$ cat config.mk
export PLATFORM = sky130hd
export DESIGN_NAME = gpm_mgmt_regs
export DESIGN_NICKNAME = d
export VERILOG_FILES = /design/src/rtl/gpm_mgmt_regs.v /design/src/rtl/gpm_idle_counter.v
export VERILOG_INCLUDE_DIRS = /design/src /design/src/rtl
export SDC_FILE = /design/constraint.sdc
export NUM_CORES = 1
export LEC_CHECK = 0
export ABC_CLOCK_PERIOD_IN_PS = 3260
export BUFFER_PORTS_ARGS = -buffer_cell sky130_fd_sc_hd__clkbuf_2
export CELL_PAD_IN_SITES_DETAIL_PLACEMENT = 1
export CELL_PAD_IN_SITES_GLOBAL_PLACEMENT = 1
export CORE_UTILIZATION = 42
export CTS_CLUSTER_SIZE = 14
export DETAILED_ROUTE_END_ITERATION = 16
export HOLD_SLACK_MARGIN = 0.15
export PLACE_DENSITY_LB_ADDON = 0.12
export SETUP_SLACK_MARGIN = 0.1
export SYNTH_ARGS = -nofsm -noshare
export SYNTH_HDL_FRONTEND = slang
export SYNTH_SLANG_ARGS = --single-unit
$ cat constraint.sdc
create_clock -name clk -period 3.26 [get_ports clk]
set_input_delay 0.489 -clock clk [delete_from_list [all_inputs] [get_ports clk]]
set_output_delay 0.489 -clock clk [all_outputs]
set_load 0.005 [all_outputs]
$ cat src/rtl/gpm_regs.vh
`ifndef GPM_REGS_VH
`define GPM_REGS_VH
// ****************************************
// Register offsets (management locations)
// ****************************************
`define GPM_OFS_CONFIG     5'h09
`define GPM_OFS_STATUS     5'h0a
`define GPM_OFS_ACC_CTRL   5'h0d
`define GPM_OFS_ADDR_DATA  5'h0e
// ****************************************
// Gigabit configuration fields
// ****************************************
`define GPM_CFG_TEST_HI    15
`define GPM_CFG_TEST_LO    13
`define GPM_CFG_MS_EN      12
`define GPM_CFG_MS_VAL     11
`define GPM_CFG_PORT_TYPE  10
`define GPM_CFG_ADV_FD     9
`define GPM_CFG_ADV_HD     8
`define GPM_CFG_AUTO_CT    7
`define GPM_CFG_RESET      16'h0300
`define GPM_CFG_WMASK      16'hff80
// ****************************************
// Gigabit status fields
// ****************************************
`define GPM_STS_FAULT      15
`define GPM_STS_RESOLVE    14
`define GPM_STS_LOC_RX     13
`define GPM_STS_REM_RX     12
`define GPM_STS_LP_FD      11
`define GPM_STS_LP_HD      10
// ****************************************
// Indirect access control fields
// ****************************************
`define GPM_ACC_FUNC_HI    15
`define GPM_ACC_FUNC_LO    14
`define GPM_ACC_WMASK      16'hc01f
`define GPM_ACC_RESET      16'h0000
`define GPM_TARGET_DEVICE_ADDRESS_VENDOR   5'h1f
`define GPM_FUNC_ADDR      2'h0
`define GPM_FUNC_DATA      2'h1
`define GPM_FUNC_INC_RW    2'h2
`define GPM_FUNC_INC_W     2'h3
`define GPM_PTR_RESET      16'h0000
`endif

$ cat src/rtl/gpm_mgmt_regs.v
// What this block does
// - Decode test select; nonzero picks pattern 1-7
// - Manual enable forces master/slave from value
// - Port type bit advertises multi or single
// - Advertise gigabit full/half duplex; reset ones
// - Auto cable test starts after link down
// - Config reserved bits ignore writes, read zero
// - Fault bit latches high, clears on read
// - Resolution bit shows master or slave
// - Local and remote receiver OK bits
// - Partner full/half duplex ability read-only
// - 8-bit idle error counter, clear on read
// - Extended set reached only via 0x0d/0x0e
// - Function 00 write loads extended pointer
// - Function 01 accesses pointed register, pointer kept
// - Function 10 increments after read and write
// - Function 11 increments after writes only
// - Ignore indirect access with other device address
// - Function 00 reads pointer, else pointed data
`timescale 1ns/10ps
`include "gpm_regs.vh"
module gpm_mgmt_regs #(
    parameter CNT_WIDTH = 8
) (
    input  wire        clk,
    input  wire        rst,
    // Management register access (already deserialised frame fields)
    input  wire        reg_wr,
    input  wire        reg_rd,
    input  wire [4:0]  reg_addr,
    input  wire [15:0] reg_wdata,
    output reg  [15:0] reg_rdata,
    output reg         reg_rvalid,
    // Extended register set port
    output reg         ext_wr,
    output reg         ext_rd,
    output reg  [15:0] ext_addr,
    output reg  [15:0] ext_wdata,
    input  wire [15:0] ext_rdata,
    // PHY core status inputs
    input  wire        ms_fault_event,
    input  wire        ms_resolved_master,
    input  wire        local_rx_ok,
    input  wire        remote_rx_ok,
    input  wire        partner_fd,
    input  wire        partner_hd,
    input  wire        idle_error,
    input  wire        link_down,
    // PHY core control outputs
    output reg         test_active,
    output reg  [6:0]  test_pattern_sel,
    output reg         force_role,
    output reg         force_master,
    output reg         adv_multi_port,
    output reg         adv_gig_fd,
    output reg         adv_gig_hd,
    output reg         cable_test_start
);
    // ****************************************
    // Register storage
    // ****************************************
    reg  [15:0]          cfg;          // Writable part of configuration
    reg  [15:0]          acc_ctrl;     // Function code and device address
    reg  [15:0]          ext_ptr;      // Extended set pointer
    reg                  fault_flag;   // Sticky configuration fault
    wire [CNT_WIDTH-1:0] idle_count;   // Idle error count
    wire [1:0]           func;         // Indirect function code
    wire                 dev_ok;       // Device address matches vendor value
    wire                 hit_cfg;
    wire                 hit_sts;
    wire                 hit_acc;
    wire                 hit_dat;
    wire                 clear_sts;    // Status register read in progress
    wire [15:0]          sts_value;    // Status as seen before clearing
    reg  [15:0]          next_rdata;

    assign func    = acc_ctrl[`GPM_ACC_FUNC_HI:`GPM_ACC_FUNC_LO];
    assign dev_ok  = (acc_ctrl[4:0] == `GPM_TARGET_DEVICE_ADDRESS_VENDOR);
    assign hit_cfg = (reg_addr == `GPM_OFS_CONFIG);
    assign hit_sts = (reg_addr == `GPM_OFS_STATUS);
    assign hit_acc = (reg_addr == `GPM_OFS_ACC_CTRL);
    assign hit_dat = (reg_addr == `GPM_OFS_ADDR_DATA);
    assign clear_sts = reg_rd && hit_sts;

    // Status image; reserved 9:8 read zero
    assign sts_value = {fault_flag, ms_resolved_master, local_rx_ok, remote_rx_ok,
                        partner_fd, partner_hd, 2'b00, idle_count};

    // ****************************************
    // Idle error counter
    // ****************************************
    gpm_idle_counter #(
        .WIDTH (CNT_WIDTH)
    ) u_idle_cnt (
        .clk         (clk),
        .rst         (rst),
        .event_pulse (idle_error),
        .clear       (clear_sts),
        .count       (idle_count)
    );

    // ****************************************
    // Configuration and access control writes
    // ****************************************
    // Reserved bits masked so they never store
    always @(posedge clk)
    begin
        if (rst)
        begin
            cfg      <= `GPM_CFG_RESET;
            acc_ctrl <= `GPM_ACC_RESET;
        end
        else if (reg_wr)
        begin
            if (hit_cfg)
                cfg <= reg_wdata & `GPM_CFG_WMASK;
            if (hit_acc)
                acc_ctrl <= reg_wdata & `GPM_ACC_WMASK;
        end
    end

    // ****************************************
    // Fault flag: latch high, clear on read
    // ****************************************
    // A new fault in the read cycle wins over the clear
    always @(posedge clk)
    begin
        if (rst)
            fault_flag <= 1'b0;
        else if (ms_fault_event)
            fault_flag <= 1'b1;
        else if (clear_sts)
            fault_flag <= 1'b0;
    end

    // ****************************************
    // Extended pointer and indirect strobes
    // ****************************************
    // Strobes leave one cycle after the management access
    always @(posedge clk)
    begin
        if (rst)
        begin
            ext_ptr   <= `GPM_PTR_RESET;
            ext_wr    <= 1'b0;
            ext_rd    <= 1'b0;
            ext_addr  <= 16'h0000;
            ext_wdata <= 16'h0000;
        end
        else
        begin
            ext_wr <= 1'b0;
            ext_rd <= 1'b0;
            if (hit_dat && dev_ok && (reg_wr || reg_rd))
            begin
                case (func)
                    `GPM_FUNC_ADDR:
                    begin
                        if (reg_wr)
                            ext_ptr <= reg_wdata;
                    end
                    `GPM_FUNC_DATA:
                    begin
                        ext_wr    <= reg_wr;
                        ext_rd    <= reg_rd;
                        ext_addr  <= ext_ptr;
                        ext_wdata <= reg_wdata;
                    end
                    `GPM_FUNC_INC_RW:
                    begin
                        ext_wr    <= reg_wr;
                        ext_rd    <= reg_rd;
                        ext_addr  <= ext_ptr;
                        ext_wdata <= reg_wdata;
                        ext_ptr   <= ext_ptr + 16'h0001;
                    end
                    `GPM_FUNC_INC_W:
                    begin
                        ext_wr    <= reg_wr;
                        ext_rd    <= reg_rd;
                        ext_addr  <= ext_ptr;
                        ext_wdata <= reg_wdata;
                        if (reg_wr)
                            ext_ptr <= ext_ptr + 16'h0001;
                    end
                    default:
                    begin
                        ext_wr <= 1'b0;
                    end
                endcase
            end
        end
    end

    // ****************************************
    // Read data selection
    // ****************************************
    // Data reads use the pointer combinationally; the extended side must
    // answer ext_rdata for the current pointer in the same cycle
    always @*
    begin
        next_rdata = 16'h0000;
        if (hit_cfg)
            next_rdata = cfg & `GPM_CFG_WMASK;
        else if (hit_sts)
            next_rdata = sts_value;
        else if (hit_acc)
            next_rdata = acc_ctrl;
        else if (hit_dat)
        begin
            if (!dev_ok)
                next_rdata = 16'h0000;
            else if (func == `GPM_FUNC_ADDR)
                next_rdata = ext_ptr;
            else
                next_rdata = ext_rdata;
        end
    end

    // Read answer registered one cycle after the request
    always @(posedge clk)
    begin
        if (rst)
        begin
            reg_rdata  <= 16'h0000;
            reg_rvalid <= 1'b0;
        end
        else
        begin
            reg_rvalid <= reg_rd;
            if (reg_rd)
                reg_rdata <= next_rdata;
        end
    end

    // ****************************************
    // Control outputs to the PHY core
    // ****************************************
    always @(posedge clk)
    begin
        if (rst)
        begin
            test_active      <= 1'b0;
            test_pattern_sel <= 7'h00;
            force_role       <= 1'b0;
            force_master     <= 1'b0;
            adv_multi_port   <= 1'b0;
            adv_gig_fd       <= 1'b1;
            adv_gig_hd       <= 1'b1;
            cable_test_start <= 1'b0;
        end
        else
        begin
            test_active <= (cfg[`GPM_CFG_TEST_HI:`GPM_CFG_TEST_LO] != 3'h0);
            test_pattern_sel <= 7'h00;
            if (cfg[`GPM_CFG_TEST_HI:`GPM_CFG_TEST_LO] != 3'h0)
                test_pattern_sel[cfg[`GPM_CFG_TEST_HI:`GPM_CFG_TEST_LO] - 3'h1] <= 1'b1;
            force_role   <= cfg[`GPM_CFG_MS_EN];
            force_master <= cfg[`GPM_CFG_MS_EN] & cfg[`GPM_CFG_MS_VAL];
            adv_multi_port <= cfg[`GPM_CFG_PORT_TYPE];
            adv_gig_fd     <= cfg[`GPM_CFG_ADV_FD];
            adv_gig_hd     <= cfg[`GPM_CFG_ADV_HD];
            cable_test_start <= link_down & cfg[`GPM_CFG_AUTO_CT];
        end
    end
endmodule // gpm_mgmt_regs

$ cat src/rtl/gpm_idle_counter.v
`timescale 1ns/10ps
// ****************************************
// Saturating clear-on-read event counter
// ****************************************
module gpm_idle_counter #(
    parameter WIDTH = 8
) (
    input  wire             clk,
    input  wire             rst,
    input  wire             event_pulse,
    input  wire             clear,
    output reg  [WIDTH-1:0] count
);
    // Event in the clearing cycle restarts at one, so it is never lost
    always @(posedge clk)
    begin
        if (rst)
            count <= {WIDTH{1'b0}};
        else if (clear)
            count <= event_pulse ? {{(WIDTH-1){1'b0}}, 1'b1} : {WIDTH{1'b0}};
        else if (event_pulse && (count != {WIDTH{1'b1}}))
            count <= count + {{(WIDTH-1){1'b0}}, 1'b1};
    end
endmodule // gpm_idle_counter

# Word level (Yosys, flattened, before mapping)
# Cells that the tools add are included.
# W data, S select, Z words.
[word_totals]
wordCells = 74
regBits = 106
[classes]
n_addsub = 3
bitwise = 5
n_mux = 16
eq_ne = 11
reduce_logical = 18
n_lt_le_gt_ge = 2
[ops]
columns = ["operator", "count"]
rows = [
  ["$mux W16", 8],
  ["$pmux W16 S3", 1],
  ["$eq A5 B4 Y1 const B", 4],
  ["$add A16 B1 Y16 const B", 1],
  ["$mux W8", 2],
  ["$add A8 B1 Y8 const B", 1],
  ["$ne A8 B8 Y1 const B", 1],
  ["$reduce_and A2 Y1", 3],
  ["$reduce_bool A3 Y1", 2],
  ["$reduce_or A3 Y1", 2],
  ["$eq A5 B5 Y1 const B", 1],
  ["$logic_and A1 B1 Y1", 5],
  ["$eq A2 B2 Y1 const B", 2],
  ["$lt A3 B4 Y1 const B", 1],
  ["$mux W1", 4],
  ["$ne A2 B2 Y1 const B", 2],
  ["$reduce_and A4 Y1", 1],
  ["$reduce_bool A2 Y1", 2],
  ["$demux W1 S3", 1],
  ["$ge A3 B1 Y1 const B", 1],
  ["$not A1 Y1", 3],
  ["$sub A3 B1 Y3 const B", 1],
  ["$and A1 B1 Y1", 2],
  ["$eq A2 B1 Y1 const B", 1],
  ["3 further kinds", 3],
]

# Logic depth before layout (Yosys ltp)
[depth]
ltp_word = 7
ltp_mapped = 8
mapped_depth_nobuf = 6

# Cells and area by module
# Synthesis repeated with hierarchy kept, for this count alone.
[unflattened]
cells_unflattened = 599
area_unflattened_um2 = 5024.8
[by_module_without_submodules]
columns = ["module", "cells_per_inst", "instances", "area_each_um2"]
rows = [
  ["gpm_mgmt_regs", 546, 1, 4580.6],
  ["gpm_idle_counter", 53, 1, 444.2],
]

# Worst setup path before layout
# No wires, ideal clock.
[synth_timing]
path_type = "input-to-reg"
startpoint = "input port reg_addr[0]"
endpoint = "register ext_addr[0]"
slack_ns = 1.172
arrival_ns = 1.956
setup_time_ns = 0.132
n_path_buf = 3
path_stages = 8
t_required_ns = 3.128
path_cell_list = "nand2b_4 buf_6 or4_4 or3_1 buf_2 buf_6 nand2_1 a21oi_1"
[synth_via]
elab_chain_cells = 4
[synth_rtl]
columns = ["item", "line", "rtl"]
rows = [
  ["start, declared", "gpm_mgmt_regs.v:30", "input wire [4:0] reg_addr,"],
  ["$eq A5 B4 Y1 (no line)", "n/a", ""],
  ["$logic_and A1 B1 Y1 (2 in series)", "gpm_mgmt_regs.v:154", "if (hit_dat && dev_ok && (reg_wr || reg_rd))"],
  ["$reduce_and A2 Y1 (no line)", "n/a", ""],
  ["end signal, assigned", "gpm_mgmt_regs.v:166", "ext_addr <= ext_ptr;"],
  ["end signal, assigned", "gpm_mgmt_regs.v:173", "ext_addr <= ext_ptr;"],
  ["end signal, assigned", "gpm_mgmt_regs.v:181", "ext_addr <= ext_ptr;"],
  ["end, declared", "gpm_mgmt_regs.v:37", "output reg [15:0] ext_addr,"],
]
# No other way between the ends.
# A chain may end at the register's enable or synchronous reset.

# Worst setup path after layout
[layout_timing]
startpoint = "input port reg_addr[2]"
endpoint = "register ext_ptr[12]"
[layout_via]
elab_chain_cells = 4
[layout_rtl]
columns = ["item", "line", "rtl"]
rows = [
  ["$eq A5 B4 Y1 (no line)", "n/a", ""],
  ["$logic_and A1 B1 Y1 (2 in series)", "gpm_mgmt_regs.v:154", ""],
  ["$reduce_and A4 Y1 (no line)", "n/a", ""],
  ["end signal, assigned", "gpm_mgmt_regs.v:144", "ext_ptr <= `GPM_PTR_RESET;"],
  ["end signal, assigned", "gpm_mgmt_regs.v:160", "ext_ptr <= reg_wdata;"],
  ["end signal, assigned", "gpm_mgmt_regs.v:175", "ext_ptr <= ext_ptr + 16'h0001;"],
  ["end, declared", "gpm_mgmt_regs.v:64", "reg [15:0] ext_ptr;"],
]
# No other way between the ends.

==> impl_metrics.csv <==
group,metric,value,unit
outcome,status,"finished clean",
die,die_area,0.0118,mm²
grt,antenna_found_initial,0,
layout,final_nets,733,
power,p_per_area,463,mW/mm²
synth,synth_top_area_cell,"dfxtp_1",
setup_path,start_kind,"input pin",
synth,muxShareOfSynthArea,5.77,%
setup_path,critPathSlowestCell,"or4_4",
setup_path,critPathRequiredTime,3.51,ns
sta,fin_setup_tns,0,ns
synth,synthesis.nets,637,
setup_path,worstRegToRegCells,5,
synth,post_synth_and_or_nand_nor_area_fraction,23.1,%
setup_path,path_cells,"clkbuf_2 -> nand3b_1 -> or4_4 -> a21oi_4 -> a21oi_1 -> a211oi_1",
sta,clock_skew,0.00372,ns
cts,cts_max_level,3,
routing,wirelength,15500,µm
sta,hold_violations,0,
grt,grt_max_degree,42,
sta,drv_slew,0,
cts,numCtsBuffers,9,
setup_path,crit_path_end_kind,"register",
synth,syn_avg_cell_area,8.20,µm²
sta,rsz0062_at_grt,"no",
die,core-area,0.0110,mm²
cts,cts_buffer_depth,2,
die,pin_count,114,
cts,postCtsResizedCells,0,
synth,synth_top_family_by_area,"simple AND/OR/NAND/NOR gates",
routing,viasPerCell,5.66,
setup_path,arrival,2.35,ns
setup_path,cpPeakStageDelay,0.64,ns
grt,grt_overflow,0,
power,leakage,2.20,nW
grt,grt_usage,27.2,%
synth,synth-adder-area-share,1.05,%
setup_path,path_class,"input pin to register",
routing,drc_errors,0,
synth,yosysTopAreaCellShare,44.3,%
synth,synthArstFlopShare,0,%
cts,cts_root_buf,"clkbuf_16",
sta,finalCritPeriodShare,64.4,%
routing,postRouteAntennaNets,0,
min_path,hold_class,"input pin to register",
cts,ctsHoldBuffers,0,
die,chipWidth,109,µm
synth,synth_edf_count,0,
die,rows,38,
sta,tightestPinTransition,0.862,ns
synth,ys_seq_area_share,44.3,%
routing,drtPass1Iterations,4,
placed_design,place_congestion,0.887,
synth,ys_types,53,
cts,cts_setup_buffers,0,
cts,worst_skew_pair.late_latency,0.36,ns
synth,syn_area,0.00479,mm²
synth,ys.flop_type,"dfxtp_1",
setup_path,crit_path_max_fanout,17,
synth,synthXorXnorAreaFrac,0.915,%
layout,final_common_cell,"clkbuf_2",
layout,area_delta_synth_final,19.9,%
sta,min_period,2.10,ns
synth,ys_top_cells_by_area,"dfxtp_1 (44%), nand2_1 (7.7%), a21oi_1 (7.5%), mux2i_1 (4.6%), nor2_1 (4.1%)",
cts,clock_sinks,106,
synth,yosysWarnings,0,
layout,nFillCells,1362,
cts,path_clk_slew,0.07,ns
routing,vias,4673,
synth,synth_compound_area_share,20.2,%
job,max_cap_viol_count,0,
synth,syn_inst,584,
routing,post_drt_wl_per_cell,18.7,µm
routing,drtIter0Drc,235,
synth,synth-seq-cells,106,
layout,layout-drive-gt1-share,22.6,%
layout,final_cell_mix,"clkbuf_2 (113), dfxtp_1 (106), nand2_1 (98), a21oi_1 (72), nor2_1 (51)",
die,chipHeight,109,µm
cts,cts_tree,"built",
layout,antennaDiodeCount,0,
die,start_util,43.6,%
placed_design,io_buffers,113,
min_path,hold_depth,3,
grt,grt_pass1_wl,24300,µm
grt,grt_pass1_vias,4781,
placed_design,hpwlAfterDp,11600,µm
layout,fin_util,52.3,%
power,peakVddDrop,0.428,mV
sta,relSlewSlack,42.5,%
sta,setup_viol,0,
sta,max_freq,477,MHz
[routing by layer]
metal,global-route usage (%),wire length [µm]
met1,32.7,6520
met2,46.2,7630
met3,6.93,916
met4,11.1,391
met5,0,0
[cell usage after synthesis (all sizes together) (4+ instances only)]
cell type	number
dfxtp	106
nand2	98
a21oi	74
nor2	52
o21ai	29
clkbuf	23
mux2i	22
nand3	16
buf	14
o22ai	14
a211oi	10
nand2b	10
nor4	10
a31oi	9
inv	9
nor3	9
nor2b	8
and3	7
a32o	5
mux2	5
nand4	5
a22oi	4
ha	4
or2	4
xor2	4
[worst paths after layout]
check	from	to	slack, ns
setup / recovery	reg_addr[2]	ext_ptr[12]	1.16
hold / removal	link_down	cable_test_start	0.35
setup reg to reg	acc_ctrl[4]	ext_ptr[12]	1.20
hold reg to reg	ext_wdata[10]	ext_wdata[10]	0.45
[power by group]
part / internal (mW) / switching [mW] / total [mW]
Combinational: 0.0572 / 0.102 / 0.159
Clock: 0.678 / 0.504 / 1.18
Sequential: 1.31 / 0.00921 / 1.31
[flip-flops by register name, summed over array words and instances (netlist names), 7 cells and up]
register and flops:
acc_ctrl 7, cfg 9, ext_ptr 16, reg_rdata 16
u_idle_cnt.count 8, test_pattern_sel 7, ext_wdata 16, ext_addr 16
[worst max-delay path: cells and delay by family]
kind	cells	cell delay (ns)
buf+inv	1	0.20
compound gates	3	0.81
simple gates	2	0.83
[through the flow]
step | power (mW) | worst slack [ns] | cells | instance area, µm² | hold WS (ns)
final | 2.66 | 1.16 | 825 | 5740 | 0.345
after global routing | 2.75 | 1.03 | 825 | 5740 | 0.349
after CTS | 2.69 | 1.20 | 825 | 5740 | 0.334
after detailed placement | 1.50 | 0.826 | 809 | 5420 | 0.448
after global placement | 1.50 | 0.853 | 809 | 5420 | 0.440
after floorplan | 1.42 | 1.17 | 584 | 4790 | 0.423
[final cells by class]
type	instances	area (µm²)	area share [%]
clock inverters	7	100	1.74
flip-flops and latches	106	2120	37.0
repair buffers	122	633	11.0
multi-input cells	432	2450	42.7
inverters	9	33.8	0.588
clock buffers	9	225	3.92
well taps	140	175	3.05
[cell families after synthesis]
logic type	count (synthesis)
AND/OR/NAND/NOR	235
flip-flops	106
adder cells (fa/ha/maj)	4
multiplexers	27
buffers and inverters	46
XOR/XNOR	5
AO/OA/AOI/OAI	161
Note: power is estimated with default switching activity, not from simulation.
